### config.mk
export PLATFORM = sky130hd
export DESIGN_NAME = frbs_sequencer
export DESIGN_NICKNAME = d
export VERILOG_FILES = /design/src/frbs_pkg.sv /design/src/frbs_tmr_if.sv /design/src/frbs_timer.sv /design/src/frbs_sequencer.sv
export SDC_FILE = /design/constraint.sdc
export NUM_CORES = 1
export LEC_CHECK = 0
export ABC_CLOCK_PERIOD_IN_PS = 4200
export BUFFER_PORTS_ARGS = -buffer_cell sky130_fd_sc_hd__buf_4
export CAP_MARGIN = 30
export CORE_MARGIN = 3
export CORE_UTILIZATION = 55
export DETAILED_ROUTE_END_ITERATION = 12
export PLACE_DENSITY_LB_ADDON = 0.2
export SETUP_SLACK_MARGIN = 0.02
export SYNTH_ARGS = -nofsm -noshare
export SYNTH_HDL_FRONTEND = slang
export SYNTH_HIERARCHICAL = 1
export SYNTH_SLANG_ARGS = --single-unit
### constraint.sdc
create_clock -name i_mclk -period 4.2 [get_ports i_mclk]
set_clock_uncertainty 0.1 [all_clocks]
set_input_delay 1.05 -clock i_mclk [delete_from_list [all_inputs] [get_ports i_mclk]]
set_output_delay 1.05 -clock i_mclk [all_outputs]
set_load 0.03 [all_outputs]
### src/frbs_pkg.sv
package frbs_pkg;

	// ==================================================
	// clock and timing figures
	// ==================================================
	localparam int CLK_MHZ = 40; // i_mclk rate
	localparam int POR_WAIT_US = 400; // por detect to copy start
	localparam int COPY_US = 70; // boot code copy duration
	localparam int RECOVER_US = 10; // reset release to ready
	localparam int SLOAD_US = 35; // sector load, max
	localparam int PLOAD_US = 45; // page load, max
	localparam int SPROG_US = 720; // sector program, max
	localparam int PPROG_US = 750; // page program, max
	localparam int ERASE1_MS = 3; // one block erase or resume
	localparam int ERASEN_MS = 6; // 2 to 64 block erase or resume
	localparam int SUSP_US = 500; // erase suspend, max
	localparam int OTP_NS = 700; // otp access and lock ops, max
	localparam int VERIFY_US = 100; // multi block erase verify, max

	// only the otp time divides and rounds down, none below one cycle
	localparam int POR_WAIT_CYC = POR_WAIT_US * CLK_MHZ;
	localparam int COPY_CYC = COPY_US * CLK_MHZ;
	localparam int RECOVER_CYC = RECOVER_US * CLK_MHZ;
	localparam int SLOAD_CYC = SLOAD_US * CLK_MHZ;
	localparam int PLOAD_CYC = PLOAD_US * CLK_MHZ;
	localparam int SPROG_CYC = SPROG_US * CLK_MHZ;
	localparam int PPROG_CYC = PPROG_US * CLK_MHZ;
	localparam int ERASE1_CYC = ERASE1_MS * 1000 * CLK_MHZ;
	localparam int ERASEN_CYC = ERASEN_MS * 1000 * CLK_MHZ;
	localparam int SUSP_CYC = SUSP_US * CLK_MHZ;
	localparam int OTP_CYC = (OTP_NS * CLK_MHZ / 1000 < 1) ? 1 :
		OTP_NS * CLK_MHZ / 1000;
	localparam int VERIFY_CYC = VERIFY_US * CLK_MHZ;

	// ==================================================
	// boot copy geometry
	// ==================================================
	localparam int COPY_BYTES = 1024; // sectors 0,1 of page 0 block 0
	localparam int COPY_WORDS = COPY_BYTES / 2; // 16-bit words
	localparam int COPY_STEP = COPY_CYC / COPY_WORDS; // cycles per word
	localparam int TMR_W = 24; // timer width

	// ==================================================
	// boot partition and command codes
	// ==================================================
	localparam logic [15:0] BP_LO_END = 16'h01ff;
	localparam logic [15:0] BP_HI_START = 16'h8000;
	localparam logic [15:0] BP_HI_END = 16'h800f;
	localparam logic [15:0] CMD_RST_BP = 16'h00f0; // boot partition reset
	localparam logic [15:0] CMD_RST_CORE = 16'h00f3; // reset tied to f220h
	localparam logic [15:0] CORE_RST_LOC = 16'hf220;
	localparam logic [11:0] CMD_OP_PREFIX = 12'h000; // ops are 000x

	// operation kinds, low nibble of an op command
	typedef enum logic [3:0] {
		OP_SLOAD = 4'h0,
		OP_PLOAD = 4'h1,
		OP_SPROG = 4'h2,
		OP_PPROG = 4'h3,
		OP_ERASE1 = 4'h4,
		OP_ERASEN = 4'h5,
		OP_SUSP = 4'h6,
		OP_RES1 = 4'h7,
		OP_RESN = 4'h8,
		OP_OTP = 4'h9,
		OP_LOCK = 4'ha,
		OP_VERIFY = 4'hb
	} frbs_op_type;

	// sequencer states, one-hot
	typedef enum logic [6:0] {
		ST_PWR = 7'h01,
		ST_POR_WAIT = 7'h02,
		ST_COPY = 7'h04,
		ST_PIN_WAIT = 7'h08,
		ST_READY = 7'h10,
		ST_HOLD = 7'h20,
		ST_RECOVER = 7'h40
	} frbs_state_type;

endpackage

### src/frbs_tmr_if.sv
`timescale 1ns/10ps
// timer request and completion between sequencer and its timer
interface frbs_tmr_if;
	import frbs_pkg::*;
	logic start; // load a new count
	logic [TMR_W-1:0] load; // cycles to run
	logic done; // one-cycle pulse at expiry
	modport ctl (output start, output load, input done);
	modport tmr (input start, input load, output done);
endinterface

### src/frbs_timer.sv
`timescale 1ns/10ps
module frbs_timer
	import frbs_pkg::*;
(
	input wire logic i_mclk, // system clock
	input wire logic i_reset_n, // async reset, active low
	frbs_tmr_if.tmr tm // request and expiry
);

	// ==================================================
	// down counter
	// ==================================================
	logic [TMR_W-1:0] cnt; // cycles left
	logic done; // expiry pulse
	logic [TMR_W-1:0] next_cnt;
	logic next_done;

	// a new start overrides a running count
	always_comb begin
		next_cnt = cnt;
		next_done = 1'b0;
		if (tm.start) begin
			next_cnt = tm.load;
		end else if (cnt != '0) begin
			next_cnt = cnt - 1'b1;
			next_done = (cnt == {{(TMR_W-1){1'b0}}, 1'b1});
		end
	end

	// registers only
	always_ff @(posedge i_mclk or negedge i_reset_n) begin
		if (!i_reset_n) begin
			cnt <= '0;
			done <= 1'b0;
		end else begin
			cnt <= next_cnt;
			done <= next_done;
		end
	end

	assign tm.done = done;

endmodule

### src/frbs_sequencer.sv
`timescale 1ns/10ps
module frbs_sequencer
	import frbs_pkg::*;
#(
	parameter int POR_WAIT = POR_WAIT_CYC, // power-on wait cycles
	parameter int SPROG = SPROG_CYC, // sector program cycles
	parameter int PPROG = PPROG_CYC, // page program cycles
	parameter int ERASE1 = ERASE1_CYC, // single erase cycles
	parameter int ERASEN = ERASEN_CYC, // multi erase cycles
	parameter int SUSP = SUSP_CYC, // suspend cycles
	parameter int WORDS = COPY_WORDS, // boot words copied
	parameter int STEP = COPY_STEP // cycles per copied word
) (
	input wire logic i_mclk, // system clock
	input wire logic i_reset_n, // async reset, active low
	input wire logic i_por_det, // power-on detect, async
	input wire logic i_reset_pin_n, // reset pin, async, low
	input wire logic i_cmd_valid, // command written, pulse
	input wire logic [15:0] i_cmd_code, // command code
	input wire logic i_int_clear, // host writes int bit 0
	input wire logic i_rd_valid, // buffer read request
	input wire logic [15:0] i_rd_addr, // buffer read address
	input wire logic i_rd_status, // status register read
	output logic o_int, // completion flag
	output logic o_busy, // operation in progress
	output logic o_ready, // ready state, commands decoded
	output logic o_suspended, // erase suspended
	output logic o_copy_we, // boot buffer word write
	output logic [9:0] o_copy_addr, // boot buffer word index
	output logic o_regs_init, // register init pulse
	output logic o_reset_scope, // 1: core reset (f220h)
	output logic o_rd_grant, // read accepted pulse
	output logic o_rd_deny, // read refused pulse
	output logic o_cmd_deny // command refused pulse
);

	// ==================================================
	// helpers
	// ==================================================
	function automatic logic in_boot_part(input logic [15:0] a);
		in_boot_part = (a <= BP_LO_END) ||
			(a >= BP_HI_START && a <= BP_HI_END);
	endfunction

	function automatic logic [TMR_W-1:0] cyc(input int n);
		cyc = TMR_W'(n);
	endfunction

	// op duration, worst case so the flag never comes late
	function automatic logic [TMR_W-1:0] op_cycles(input frbs_op_type k);
		case (k)
			OP_SLOAD: op_cycles = cyc(SLOAD_CYC);
			OP_PLOAD: op_cycles = cyc(PLOAD_CYC);
			OP_SPROG: op_cycles = cyc(SPROG);
			OP_PPROG: op_cycles = cyc(PPROG);
			OP_ERASE1, OP_RES1: op_cycles = cyc(ERASE1);
			OP_ERASEN, OP_RESN: op_cycles = cyc(ERASEN);
			OP_SUSP: op_cycles = cyc(SUSP);
			OP_OTP, OP_LOCK: op_cycles = cyc(OTP_CYC);
			OP_VERIFY: op_cycles = cyc(VERIFY_CYC);
			default: op_cycles = cyc(1);
		endcase
	endfunction

	// ==================================================
	// pin synchronisers
	// ==================================================
	logic por_m, por_s; // power-on detect stages
	logic pin_m, pin_s; // reset pin stages

	// first stages feed only the second stages
	always_ff @(posedge i_mclk or negedge i_reset_n) begin
		if (!i_reset_n) begin
			por_m <= 1'b0;
			por_s <= 1'b0;
			pin_m <= 1'b0;
			pin_s <= 1'b0;
		end else begin
			por_m <= i_por_det;
			por_s <= por_m;
			pin_m <= i_reset_pin_n;
			pin_s <= pin_m;
		end
	end

	// ==================================================
	// timer
	// ==================================================
	frbs_tmr_if tm ();

	frbs_timer u_timer (
		.i_mclk(i_mclk),
		.i_reset_n(i_reset_n),
		.tm(tm.tmr)
	);

	// ==================================================
	// sequencer state
	// ==================================================
	frbs_state_type state, next_state;
	frbs_op_type kind, next_kind; // running operation
	logic int_flag, next_int_flag;
	logic busy, next_busy;
	logic susp, next_susp;
	logic [9:0] waddr, next_waddr; // copy word index
	logic [9:0] copy_idx, next_copy_idx; // index of the word just written
	logic [7:0] step, next_step; // cycles within a word
	logic copy_we, next_copy_we;
	logic regs_init, next_regs_init;
	logic scope, next_scope;
	logic rd_grant, next_rd_grant;
	logic rd_deny, next_rd_deny;
	logic cmd_deny, next_cmd_deny;
	logic is_rst_cmd; // reset command decode
	logic is_op_cmd; // operation command decode
	frbs_op_type cmd_kind;

	assign is_rst_cmd = i_cmd_valid &&
		(i_cmd_code == CMD_RST_BP || i_cmd_code == CMD_RST_CORE);
	assign is_op_cmd = i_cmd_valid && i_cmd_code[15:4] == CMD_OP_PREFIX &&
		i_cmd_code[3:0] <= OP_VERIFY;
	assign cmd_kind = frbs_op_type'(i_cmd_code[3:0]);

	// next-state and flag logic
	always_comb begin
		next_state = state;
		next_kind = kind;
		next_int_flag = int_flag;
		next_busy = busy;
		next_susp = susp;
		next_waddr = waddr;
		next_copy_idx = copy_idx;
		next_step = step;
		next_copy_we = 1'b0;
		next_regs_init = 1'b0;
		next_scope = scope;
		next_rd_grant = 1'b0;
		next_rd_deny = 1'b0;
		next_cmd_deny = 1'b0;
		tm.start = 1'b0;
		tm.load = '0;
		// host clear; a completion below still wins
		if (i_int_clear) begin
			next_int_flag = 1'b0;
		end
		case (state)
			ST_PWR: begin
				if (por_s) begin
					tm.start = 1'b1;
					tm.load = cyc(POR_WAIT);
					next_state = ST_POR_WAIT;
				end
			end
			ST_POR_WAIT: begin
				if (tm.done) begin
					next_waddr = '0;
					next_step = '0;
					next_state = ST_COPY;
				end
			end
			ST_COPY: begin
				// paced word writes spread the copy over its time
				if (step == 8'(STEP - 1)) begin
					next_step = '0;
					next_copy_we = 1'b1;
					// index leaves with its strobe, before waddr moves on
					next_copy_idx = waddr;
					if (waddr == 10'(WORDS - 1)) begin
						next_state = ST_PIN_WAIT;
					end else begin
						next_waddr = waddr + 10'h001;
					end
				end else begin
					next_step = step + 8'h01;
				end
			end
			ST_PIN_WAIT: begin
				// flag waits for both copy done and pin high
				if (pin_s) begin
					next_int_flag = 1'b1;
					next_state = ST_READY;
				end
			end
			ST_READY: begin
				if (!pin_s) begin
					next_state = ST_HOLD;
					next_regs_init = 1'b1;
					next_busy = 1'b0;
					next_susp = 1'b0;
					next_int_flag = 1'b0;
					next_scope = 1'b0;
				end else if (is_rst_cmd) begin
					next_state = ST_RECOVER;
					next_scope = (i_cmd_code == CMD_RST_CORE);
					next_regs_init = 1'b1;
					next_busy = 1'b0;
					next_susp = 1'b0;
					next_int_flag = 1'b0;
					tm.start = 1'b1;
					tm.load = cyc(RECOVER_CYC);
				end else if (busy && tm.done) begin
					// still busy at this edge, so an op command here is refused
					next_cmd_deny = is_op_cmd;
					next_busy = 1'b0;
					next_int_flag = 1'b1;
					next_susp = (kind == OP_SUSP);
				end else if (is_op_cmd) begin
					// suspend only breaks a running OP_ERASE1 or OP_ERASEN erase
					if (busy && cmd_kind == OP_SUSP &&
						(kind == OP_ERASE1 || kind == OP_ERASEN)) begin
						next_kind = cmd_kind;
						next_int_flag = 1'b0;
						tm.start = 1'b1;
						tm.load = op_cycles(cmd_kind);
					end else if (busy || (cmd_kind == OP_SUSP) ||
						((cmd_kind == OP_RES1 || cmd_kind == OP_RESN) &&
						!susp)) begin
						next_cmd_deny = 1'b1;
					end else begin
						next_kind = cmd_kind;
						next_busy = 1'b1;
						next_susp = 1'b0;
						next_int_flag = 1'b0;
						tm.start = 1'b1;
						tm.load = op_cycles(cmd_kind);
					end
				end
			end
			ST_HOLD: begin
				// pin low: held in reset, buffers untouched
				if (pin_s) begin
					tm.start = 1'b1;
					tm.load = cyc(RECOVER_CYC);
					next_state = ST_RECOVER;
				end
			end
			ST_RECOVER: begin
				if (!pin_s) begin
					next_state = ST_HOLD;
				end else if (tm.done) begin
					next_int_flag = 1'b1;
					next_state = ST_READY;
				end
			end
			default: begin
				next_state = ST_PWR;
			end
		endcase
		// commands outside ready are refused
		if (i_cmd_valid && state != ST_READY) begin
			next_cmd_deny = 1'b1;
		end else if (i_cmd_valid && !is_rst_cmd && !is_op_cmd) begin
			next_cmd_deny = 1'b1;
		end
		// read gating; status always answers
		if (i_rd_status) begin
			next_rd_grant = 1'b1;
		end else if (i_rd_valid) begin
			if (state == ST_READY) begin
				next_rd_grant = 1'b1;
			end else if ((state == ST_PIN_WAIT || state == ST_RECOVER) &&
				in_boot_part(i_rd_addr)) begin
				next_rd_grant = 1'b1;
			end else begin
				next_rd_deny = 1'b1;
			end
		end
	end

	// registers only
	always_ff @(posedge i_mclk or negedge i_reset_n) begin
		if (!i_reset_n) begin
			state <= ST_PWR;
			kind <= OP_SLOAD;
			int_flag <= 1'b0;
			busy <= 1'b0;
			susp <= 1'b0;
			waddr <= '0;
			copy_idx <= '0;
			step <= '0;
			copy_we <= 1'b0;
			regs_init <= 1'b0;
			scope <= 1'b0;
			rd_grant <= 1'b0;
			rd_deny <= 1'b0;
			cmd_deny <= 1'b0;
		end else begin
			state <= next_state;
			kind <= next_kind;
			int_flag <= next_int_flag;
			busy <= next_busy;
			susp <= next_susp;
			waddr <= next_waddr;
			copy_idx <= next_copy_idx;
			step <= next_step;
			copy_we <= next_copy_we;
			regs_init <= next_regs_init;
			scope <= next_scope;
			rd_grant <= next_rd_grant;
			rd_deny <= next_rd_deny;
			cmd_deny <= next_cmd_deny;
		end
	end

	// ==================================================
	// outputs, all from flip-flops
	// ==================================================
	logic ready_q; // registered ready view
	always_ff @(posedge i_mclk or negedge i_reset_n) begin
		if (!i_reset_n) begin
			ready_q <= 1'b0;
		end else begin
			ready_q <= (next_state == ST_READY);
		end
	end

	assign o_int = int_flag;
	assign o_busy = busy;
	assign o_ready = ready_q;
	assign o_suspended = susp;
	assign o_copy_we = copy_we;
	assign o_copy_addr = copy_idx;
	assign o_regs_init = regs_init;
	assign o_reset_scope = scope;
	assign o_rd_grant = rd_grant;
	assign o_rd_deny = rd_deny;
	assign o_cmd_deny = cmd_deny;

endmodule

# == Word level (Yosys, flattened, before mapping) ==
# Memories as Yosys holds them, arrays and structs flattened.
# Index checks and enable logic that the tools add are counted.
# totals
reg_bits,78
out_inout_bits,20
memories,2
ram_bits,0
latchBits,0
rom_bits,544
# op_classes
magnitude_cmp,4
add_sub_neg,3
mul,0
mux,89
div_mod_pow,0
bitwise,2
shift,0
n_reduce_logical,32
eq_ne,28
# mem_list
name,depth,width,rd,rd_ports_with_merged_regs,write_ports,line_no,rtl
(name not given),16,17,1,0,0,frbs_sequencer.sv:51,case (k)
(name not given),16,17,1,0,0,frbs_sequencer.sv:51,
# ops
operator,n
$mux 24,8
$pmux 24 s3,1
$mux 7,10
$mux 1,56
$pmux 7 s7,1
$eq 16x8->1 const B,2
$mux 10,3
$eq 24x1->1 const B,1
$reduce_bool 24->1,1
$sub 24x1->24 const B,1
$eq 4x3->1 const B,5
$pmux 10 s2,1
$ge 16x16->1 const B,1
$le 16x16->1 const B,1
$le 16x9->1 const B,1
$mux 8,2
$pmux 8 s2,1
$eq 7x5->1 const B,2
$mux 14,1
$logic_and 1x1->1,12
$logic_not 12->1,1
$add 10x1->10 const B,1
$eq 10x9->1 const B,1
$mux 9,1
other kinds (24),43

# == Longest topological paths before layout ==
# Gate-level depths: netlist (run 1).
# depth
ltp_word,13
depth_mapped,11
mapped_depth_nobuf,10

# == Hierarchy ==
# The synthesis (run 1) kept the hierarchy.
# modules_own_cells
mod,instances,area_per_inst_um2,seq_area_each_um2,cells_per_inst
frbs_sequencer,1,3260.6,1327.5,359
frbs_timer,1,1402.6,625.6,151

# == Worst setup path before layout (run 1) ==
# OpenSTA, ideal clock, no wires.
# synth_timing
kind,input port to flip-flop
start,in i_cmd_code[0]
end,reg u_timer.cnt[6]
stages,11
arrival_time_ps,2962
required_time_ps,3990
path_slack_ps,1028
setup_ps,110
cell_sequence,inv_1 ha_1 nor4bb_1 nand4b_1 o21ai_1 a21oi_1 o21ai_0 clkbuf_1 clkbuf_1 a22oi_1 o41ai_1
# synth_via
elab_chain_len,12
word_cells_on_any_way,33
classes_between,order compare (1); eq/ne (5); mux (15); reduce/logical (10); memory (2)
# synth_rtl
element,line_no,rtl
"start, declared",frbs_sequencer.sv:19,"input wire logic [15:0] i_cmd_code,"
$eq 4x3->1 / $eq 4x4->1 (equally long branches),frbs_sequencer.sv:216,((cmd_kind == OP_RES1 || cmd_kind == OP_RESN) &&
$logic_or 1x1->1,frbs_sequencer.sv:216,
$logic_and 1x1->1,frbs_sequencer.sv:216,
$logic_or 1x1->1,frbs_sequencer.sv:215,end else if (busy || (cmd_kind == OP_SUSP) ||
$mux 1,frbs_sequencer.sv:215,
$mux 1,frbs_sequencer.sv:209,if (busy && cmd_kind == OP_SUSP &&
$mux 1,frbs_sequencer.sv:207,end else if (is_op_cmd) begin
$mux 1,frbs_sequencer.sv:201,end else if (busy && tm.done) begin
$mux 1 *,frbs_sequencer.sv:192,end else if (is_rst_cmd) begin
$mux 1 *,frbs_sequencer.sv:185,if (!pin_s) begin
$pmux 1 s3 *,frbs_sequencer.sv:146,case (state)
named net tm.start,frbs_tmr_if.sv:5,logic start;
$mux 24 / $reduce_bool 2->1 (equally long branches),n/a,
"end signal, assigned",frbs_timer.sv:36,cnt <= next_cnt;
"end, declared",frbs_timer.sv:13,logic [TMR_W-1:0] cnt;
# The timed path passes the listed nets; every way through them passes the cells marked *.
# A chain may end at the register's enable or synchronous reset.

# == Final worst setup path (run 1) ==
# layout_timing
start,in i_cmd_code[0]
end,reg u_timer.cnt[23]
# Same word-level chain as after synthesis.

==> results of run 1 <==
-- layout make-up --
| class | count | share of cell area |
|---|---|---|
| clock inverter | 7 | 0.0108 |
| tap | 102 | 0.0239 |
| timing repair buffer | 58 | 0.0876 |
| inverter | 15 | 0.0105 |
| multi-input combinational | 394 | 0.478 |
| sequential | 78 | 0.366 |
| clock buffer | 9 | 0.0232 |
-- layer usage --
metal  vias up  track usage  share of wire
li1       1928            -              -
met1      1888        0.293           0.45
met2       110        0.348           0.48
met3        14       0.0507          0.052
met4         0       0.0714          0.013
met5         -            0              0
-- kinds of logic (layout without fill, tap and decap cells) --
logic type,count (synthesis),in the layout,share of synthesized area
mux,21,21,0.0494
flops,78,78,0.419
other cells,1,8,0.000804
buf+inv,45,89,0.0400
simple gates,205,205,0.245
xor+xnor,26,26,0.0488
compound gates,122,122,0.165
fa+ha+maj,12,12,0.0322
-- path summary, 6_finish.rpt --
| check | from | endpoint | slack, ns | cells after the start |
|---|---|---|---|---|
| max | i_cmd_code[0] | u_timer/cnt[23] | 0.74 | 10 |
| max in group asynchronous | i_reset_n | state[0] | 2.97 | 2 |
| max reg2reg | state[5] | u_timer/cnt[23] | 1.18 | 7 |
| min in group asynchronous | i_reset_n | o_copy_addr[4] | 0.43 | 1 |
| min reg2reg | pin_m | pin_s | 0.26 | 0 |
| min | pin_m | pin_s | 0.26 | 0 |
-- power groups by stage --
| stage | registers, mW | clock network [mW] | logic (mW) |
|---|---|---|---|
| 2_1_floorplan | 0.958 | 0 | 0.506 |
| 3_3_place_gp | 0.990 | 0 | 0.611 |
| 3_5_place_dp | 0.997 | 0 | 0.640 |
| 4_1_cts | 0.985 | 0.545 | 0.641 |
| 5_1_grt | 1.00 | 0.578 | 0.727 |
| 6_report | 0.987 | 0.531 | 0.647 |
-- placed cells by master, fill, tap and decap left out, drive strengths merged, types with 10 or more instances in the layout --
master,instances
dfrtp,77
buf,58
nand2,56
o21ai,49
nor2,28
a21oi,23
nor3,20
xnor2,18
inv,18
nor4,17
mux2,16
nand3,15
o31ai,15
ha,12
nand2b,11
or3,10
-- metrics by stage --
stage          hold slack, ns  instance area (um2)
3_3_place_gp            0.237                 5130
6_report                0.256                 5340
4_1_cts                 0.258                 5310
5_1_grt                 0.262                 5340
2_1_floorplan           0.231                 4690
3_5_place_dp            0.238                 5130
-- sequential cells by signal, summed over array words and instances, names as in the netlist, 4 cells and up --
register     count
state            7
u_timer/cnt     24
waddr           10
kind             4
o_copy_addr     10
step             8
-- cell usage after synthesis, types with 6 or more instances --
cell and instances:
xnor2_1 18, nor2_1 28, nand3_1 15, nand4b_1 6, or3_1 9, nor4_1 16
o21ai_0 45, a31oi_1 6, ha_1 12, dfrtp_1 77, nand2_1 56, inv_1 15
clkbuf_1 19, buf_2 7, nand2b_1 11, nor3_1 19, mux2_2 16, a21oi_1 23
o21a_1 7, or2_2 6, xor2_1 8, o31ai_1 15
==> results.cfg, run 1 <==
[placement]
gp_congestion = 0.840
dp_slack_ns = 0.393
dpl.cell_count = 646
hpwl_um = 7250
io_buffers = 55

[timing]
setup_viol = 0
final.period_utilization = 0.825
post-route-min-period_ns = 3.46
tns_ns = 0
tightest_slew_ns = 0.631
grt_setup_unrepaired = no
finalMaxSlewViolations = 0
setup_slack_ns = 0.737
relSlewSlack = 0.580
clock.fmax_mhz = 289
finalHoldViolCount = 0

[finish]
stdcell_count = 663
final_layout_size_suffix_gt1_frac = 0.191
nFillCells = 629
syn2layout_area_growth_pct = 14.5
diodes = 0
layout.nets = 608
ff_latch_area_um2 = 1950
postLayoutCoreUtil = 0.670
multi_input_area_um2 = 2550

[floorplan]
ios = 60
die_height_um = 98.1
fp.dieArea_um2 = 9620
core_region_area_um2 = 7970
rows = 32
die_w_um = 98.1
initial_core_util = 0.585

[clock_network]
clk_latency_ns = 0.36
root_buffer = clkbuf_8
cts-resized-gates = 0
cts-htree-levels = 3
clk_pin_slew_ns = 0.09
cts_inserted_buffers = 9
tritoncts = done
clockBufferDepth = 2
cts.hold.buffers_added = 0
post_cts_buffers = 0
cts.sinks = 78

[pwr]
leakage_nw = 2.29
switching_share = 0.364
clock_power_share = 0.245
vdd_ir_drop_max_mv = 0.278
power_mw = 2.16
netSwitchingPower_uw = 787
power_density_nw_per_um2 = 405
p_seq_frac = 0.456
combPwrFrac = 0.299
p_int_mw = 1.38

[critical_path]
cpMostUsedCell = buf_4
worstPathRequired_ns = 4.35
cp-start-kind = primary input
slowest_stage = o21ai_2
crit_buf_inv = 3
worst-path-max-fanout = 16
endpoint_kind = flop
critical-path-max-stage-delay_ns = 0.53
crit_chain = buf_4 > inv_1 > ha_1 > nor4bb_1 > nand4b_1 > o21ai_1 > a21oi_1 > o21ai_2 > buf_4 > mux2_2
worst-setup-path-type = primary input to flop
critPathArrivalTime_ns = 3.61
crit_family = compound AO/OA/AOI/OAI gates

[global_routing]
grt_pass1_wl_um = 17500
track_usage = 0.217
grt_max_degree = 79
antenna_found_initial = 0
first_global_vias = 3879
grt_overflow_total = 0

[synth]
synth_edf_count = 0
yosysSeqAreaShare = 0.419
synth_seq_cells = 78
yosysTopAreaCell = dfrtp_1
ys_top_cells_by_area = dfrtp_1 (41%), o21ai_0 (4.8%), nand2_1 (4.5%)
ys.flop_type = dfrtp_1
netlist_area_um2 = 4660
synth.avg_cell_area_um2 = 9.14
yosysUniqueCellTypes = 62
async_reset_ff_frac = 1.00
ys.warnings.count = 6
netlist_instances = 510
synth.top_cell.area_share = 0.413

[routing]
drtIter0Drc = 206
wl_um = 10000
vias = 3940
drc_errors = 0
wire_per_inst_um = 15.1
antenna_left = 0
dr.pass1.iters = 5
viasPerCell = 5.94

[flow_run]
max_cap_viol_count = 0

[worst_hold_path]
hold_path.class = flop to flop

[outcome]
outcome = complete, no violations
Power figures use the tool's default switching activity.
==> inputs of run 2 (changes only) <==
- ABC_CLOCK_PERIOD_IN_PS: 4200 -> 2800
- CORE_UTILIZATION: 55 -> 53
- clock period: 4.2 -> 2.8 ns (I/O delays scaled with it)
==> results.cfg, run 2 (synthesis gave the netlist of run 1 again) <==
[global_routing]
grt_max_degree = 79
grt_overflow_total = 0
antenna_found_initial = 0
first_global_vias = 3904
track_usage = 0.219
grt_pass1_wl_um = 17900

[timing]
final.period_utilization = 0.914
whs_ns = 0.253
grt_setup_unrepaired = no
post-route-min-period_ns = 2.56
clock.fmax_mhz = 391
tns_ns = 0
finalMaxSlewViolations = 0
relSlewSlack = 0.643
setup_viol = 0
tightest_slew_ns = 0.531
finalHoldViolCount = 0

[placement]
post_dp_cell_area_um2 = 5340
gp_congestion = 0.864
hpwl_um = 7730
io_buffers = 55

[finish]
nFillCells = 701
post-route-cell-area_um2 = 5540
diodes = 0
syn2layout_area_growth_pct = 18.9
layout.nets = 634
final_layout_size_suffix_gt1_frac = 0.227
final_cell_mix = buf_4 (83), dfrtp_1 (77), nand2_1 (56)
ff_latch_area_um2 = 1950
final_common_cell = buf_4
postLayoutCoreUtil = 0.661
largest_reg_flops = 24
regMostFlops = u_timer/cnt
multi_input_area_um2 = 2550

[floorplan]
die_height_um = 99.8
ios = 60
rows = 33
die_w_um = 99.8
fp.dieArea_um2 = 9960
initial_core_util = 0.556
core_region_area_um2 = 8380

[clock_network]
cts-resized-gates = 0
post_cts_buffers = 0
clockBufferDepth = 2
cts_inserted_buffers = 9
cts.hold.buffers_added = 0
tritoncts = done
cts.sinks = 78
cts-htree-levels = 3
root_buffer = clkbuf_8
clk_latency_ns = 0.35
clk_pin_slew_ns = 0.09

[routing]
drc_errors = 0
vias = 4028
dr.pass1.iters = 5
wire_per_inst_um = 15.2
antenna_left = 0
viasPerCell = 5.82
drtIter0Drc = 242
wl_um = 10500

[critical_path]
slowest_stage = dfrtp_1
critPathArrivalTime_ns = 2.68
endpoint_kind = flop
worst-setup-path-type = flop to flop
worst-path-max-fanout = 14
crit_chain = or3_4 > or3_1 > or2_2 > a21boi_0 > o21ai_2 > buf_4 > or2_2 > o21ai_0
cpMostUsedCell = or2_2
cp-start-kind = flop
worstPathRequired_ns = 2.93
critical-path-max-stage-delay_ns = 0.44

[pwr]
leakage_nw = 2.43
power_density_nw_per_um2 = 604
vdd_ir_drop_max_mv = 0.506

[outcome]
outcome = complete, no violations

[worst_hold_path]
hold_path.class = primary input to async pin

[flow_run]
max_cap_viol_count = 0
==> run 2: cell count changes in the layout (fill, tap and decap cells not counted), sizes merged <==
cell / before / now
buf: 58 / 84
bufinv: 0 / 1
clkbuf: 9 / 10
clkinv: 2 / 3
clkinvlp: 2 / 1
inv: 18 / 16
==> run 2: metal layers <==
| layer | wire (um) | track usage | vias up | share of wire |
|---|---|---|---|---|
| li1 | - | - | 1976 | - |
| met4 | 106 | 0.0651 | 0 | 0.010 |
| met3 | 402 | 0.0354 | 11 | 0.038 |
| met1 | 4530 | 0.285 | 1954 | 0.43 |
| met2 | 5470 | 0.377 | 87 | 0.52 |
| met5 | 0 | 0 | - | 0 |
==> run 2: final cells by class <==
cell class              count  area share
multi-input cells         394       0.461
clock buffers              10      0.0248
inverters                  15      0.0102
clock inverters             6      0.0124
repair buffers             84       0.116
well taps                 105      0.0237
flip-flops and latches     78       0.352
==> run 2: power breakdown <==
part           internal, mW  total, mW  switching, mW
Combinational         0.451       1.00          0.553
Clock                 0.441      0.866          0.425
Sequential             1.30       1.48          0.181
==> run 2: metrics by stage <==
step,std cells,setup slack [ns],power [mW]
3_5_place_dp,676,-0.0694,2.49
5_1_grt,692,0.0914,3.56
6_report,692,0.241,3.35
4_1_cts,692,0.231,3.36
2_1_floorplan,517,0.0208,2.20
3_3_place_gp,676,0.0172,2.44
==> run 2: critical path, delay by kind of cell, from the launching register on <==
family,cells,cell delay [ns]
and+or+nand+nor,4,1.31
AOI/OAI and AO/OA,3,0.43
buffers and inverters,1,0.15
DFF,1,0.44
==> run 2: final timing paths <==
path                            depth (start not counted)  slack, ns       from              end
worst max-delay path                                    8       0.24   state[6]  u_timer/cnt[22]
max in group asynchronous                               2       2.00  i_reset_n         state[0]
min in group i_mclk                                     0       0.26      pin_m            pin_s
worst max register to register                          8       0.24   state[6]  u_timer/cnt[22]
worst min register to register                          0       0.26      pin_m            pin_s
worst min-delay path                                    2       0.25  i_reset_n   o_copy_addr[6]
==> inputs of run 3 (changes only) <==
- CORE_UTILIZATION: 53 -> 50
==> results.cfg, run 3 (synthesis gave the netlist of run 1 again) <==
[outcome]
outcome = complete, no violations

[clock_network]
cts.sinks = 78
clk_pin_slew_ns = 0.10
cts.hold.buffers_added = 0
post_cts_buffers = 0
clk_latency_ns = 0.36
root_buffer = clkbuf_8
tritoncts = done
cts_inserted_buffers = 9
cts-htree-levels = 3
clockBufferDepth = 2
cts-resized-gates = 0

[critical_path]
endpoint_kind = flop
r2r_cells = 8
cp-endpoint = u_timer/cnt[18]
critical-path-max-stage-delay_ns = 0.45
cpMostUsedCell = or2_2
crit_family = simple AND/OR/NAND/NOR gates
crit_buf_inv = 1
reg2reg_slack_ns = 0.27
rr_startpoint = state[6]
worst-setup-path-type = flop to flop
crit_cells = 8
critical_path.startpoint = state[6]
worstPathRequired_ns = 2.92
crit_chain = or3_4 > or3_1 > or2_2 > a21boi_0 > o21ai_2 > buf_12 > or2_2 > o21ai_0
cp-start-kind = flop
slowest_stage = dfrtp_1
reg2reg_to = u_timer/cnt[18]
worst-path-max-fanout = 14
critPathArrivalTime_ns = 2.65

[finish]
final_common_cell = buf_4
largest_reg_flops = 24
final_cell_mix = buf_4 (86), dfrtp_1 (77), nand2_1 (56)
post-route-cell-area_um2 = 5580
layout.nets = 638
nFillCells = 746
final_layout_size_suffix_gt1_frac = 0.232
diodes = 0
syn2layout_area_growth_pct = 19.6
postLayoutCoreUtil = 0.627
regMostFlops = u_timer/cnt

[timing]
setup_viol = 0
grt_setup_unrepaired = no
tightest_slew_ns = 0.509
relSlewSlack = 0.657
final.period_utilization = 0.904
finalHoldViolCount = 0
clock.fmax_mhz = 395
post-route-min-period_ns = 2.53
tns_ns = 0
finalMaxSlewViolations = 0
setup_slack_ns = 0.268

[global_routing]
antenna_found_initial = 0
grt_pass1_wl_um = 17400
first_global_vias = 3828
track_usage = 0.206
grt_max_degree = 50
grt_overflow_total = 0

[routing]
viasPerCell = 5.69
met3WireLength_um = 378
drc_errors = 0
wire_per_inst_um = 14.7
antenna_left = 0
drt-met1-wl_um = 4860
wl_um = 10300
dr.pass1.iters = 4
drtIter0Drc = 174
top_layer_used = met4
vias = 3979
met2_length_um = 4920

[placement]
hpwl_um = 7630
io_buffers = 55
dp_slack_ns = -0.0706
gp_congestion = 0.887
post_dp_cell_area_um2 = 5380

[pwr]
leakage_nw = 2.44
power_density_nw_per_um2 = 593
vdd_ir_drop_max_mv = 0.364

[worst_hold_path]
hold_path.class = primary input to async pin

[floorplan]
fp.dieArea_um2 = 10500
die_w_um = 103
ios = 60
initial_core_util = 0.524
rows = 34
die_height_um = 103
core_region_area_um2 = 8890

[flow_run]
max_cap_viol_count = 0
-- run 3: cell types whose count changed in the layout (fill, tap and decap cells not counted) --
cell | previous run | this run
clkbuf_8 | 10 | 11
clkinv_2 | 1 | 0
buf_12 | 1 | 2
clkinvlp_4 | 1 | 2
buf_4 | 83 | 86
bufinv_16 | 1 | 0
-- run 3: layout make-up --
type / instances / area (um2) / area share
Clock inverter: 5 / 41.3 / 0.00740
Inverter: 15 / 56.3 / 0.0101
Tap cell: 108 / 135 / 0.0242
Multi-Input combinational cell: 394 / 2550 / 0.458
Clock buffer: 11 / 151 / 0.0271
Sequential cell: 78 / 1950 / 0.350
Timing Repair Buffer: 88 / 686 / 0.123
-- run 3: worst min path at each step --
stage	to	slack (ns)	depth (start not counted)
5_1_grt	waddr[3]	0.16	1
4_1_cts	waddr[3]	0.16	1
3_3_place_gp	pin_s	0.24	0
3_5_place_dp	por_s	0.24	0
2_1_floorplan	pin_s	0.23	0
6_report	waddr[3]	0.15	1
-- run 3: through the flow --
| stage | total power [mW] | hold slack (ns) | std cells |
|---|---|---|---|
| finish | 3.31 | 0.153 | 699 |
| global route | 3.53 | 0.162 | 699 |
| CTS | 3.33 | 0.161 | 699 |
| detailed placement | 2.51 | 0.239 | 683 |
| global placement | 2.47 | 0.235 | 683 |
| floorplan | 2.20 | 0.231 | 517 |
-- run 3: per-layer routing --
metal / global-route usage / vias up
met5: 0 / -
met4: 0.0515 / 0
met3: 0.0365 / 9
met2: 0.343 / 80
met1: 0.279 / 1902
li1: - / 1988
-- run 3: power by group --
| group | leakage, nW | internal, mW | switching (mW) |
|---|---|---|---|
| registers | 1.03 | 1.30 | 0.178 |
| clock network | 0.0922 | 0.377 | 0.435 |
| logic | 1.32 | 0.479 | 0.539 |
| total | 2.44 | 2.16 | 1.15 |
-- run 3: worst reg2reg max path: cells and delay by family, from the launching register on --
kind            cells  cell delay (ns)
compound gates      3             0.41
simple gates        4             1.30
buf+inv             1             0.15
flops               1             0.45
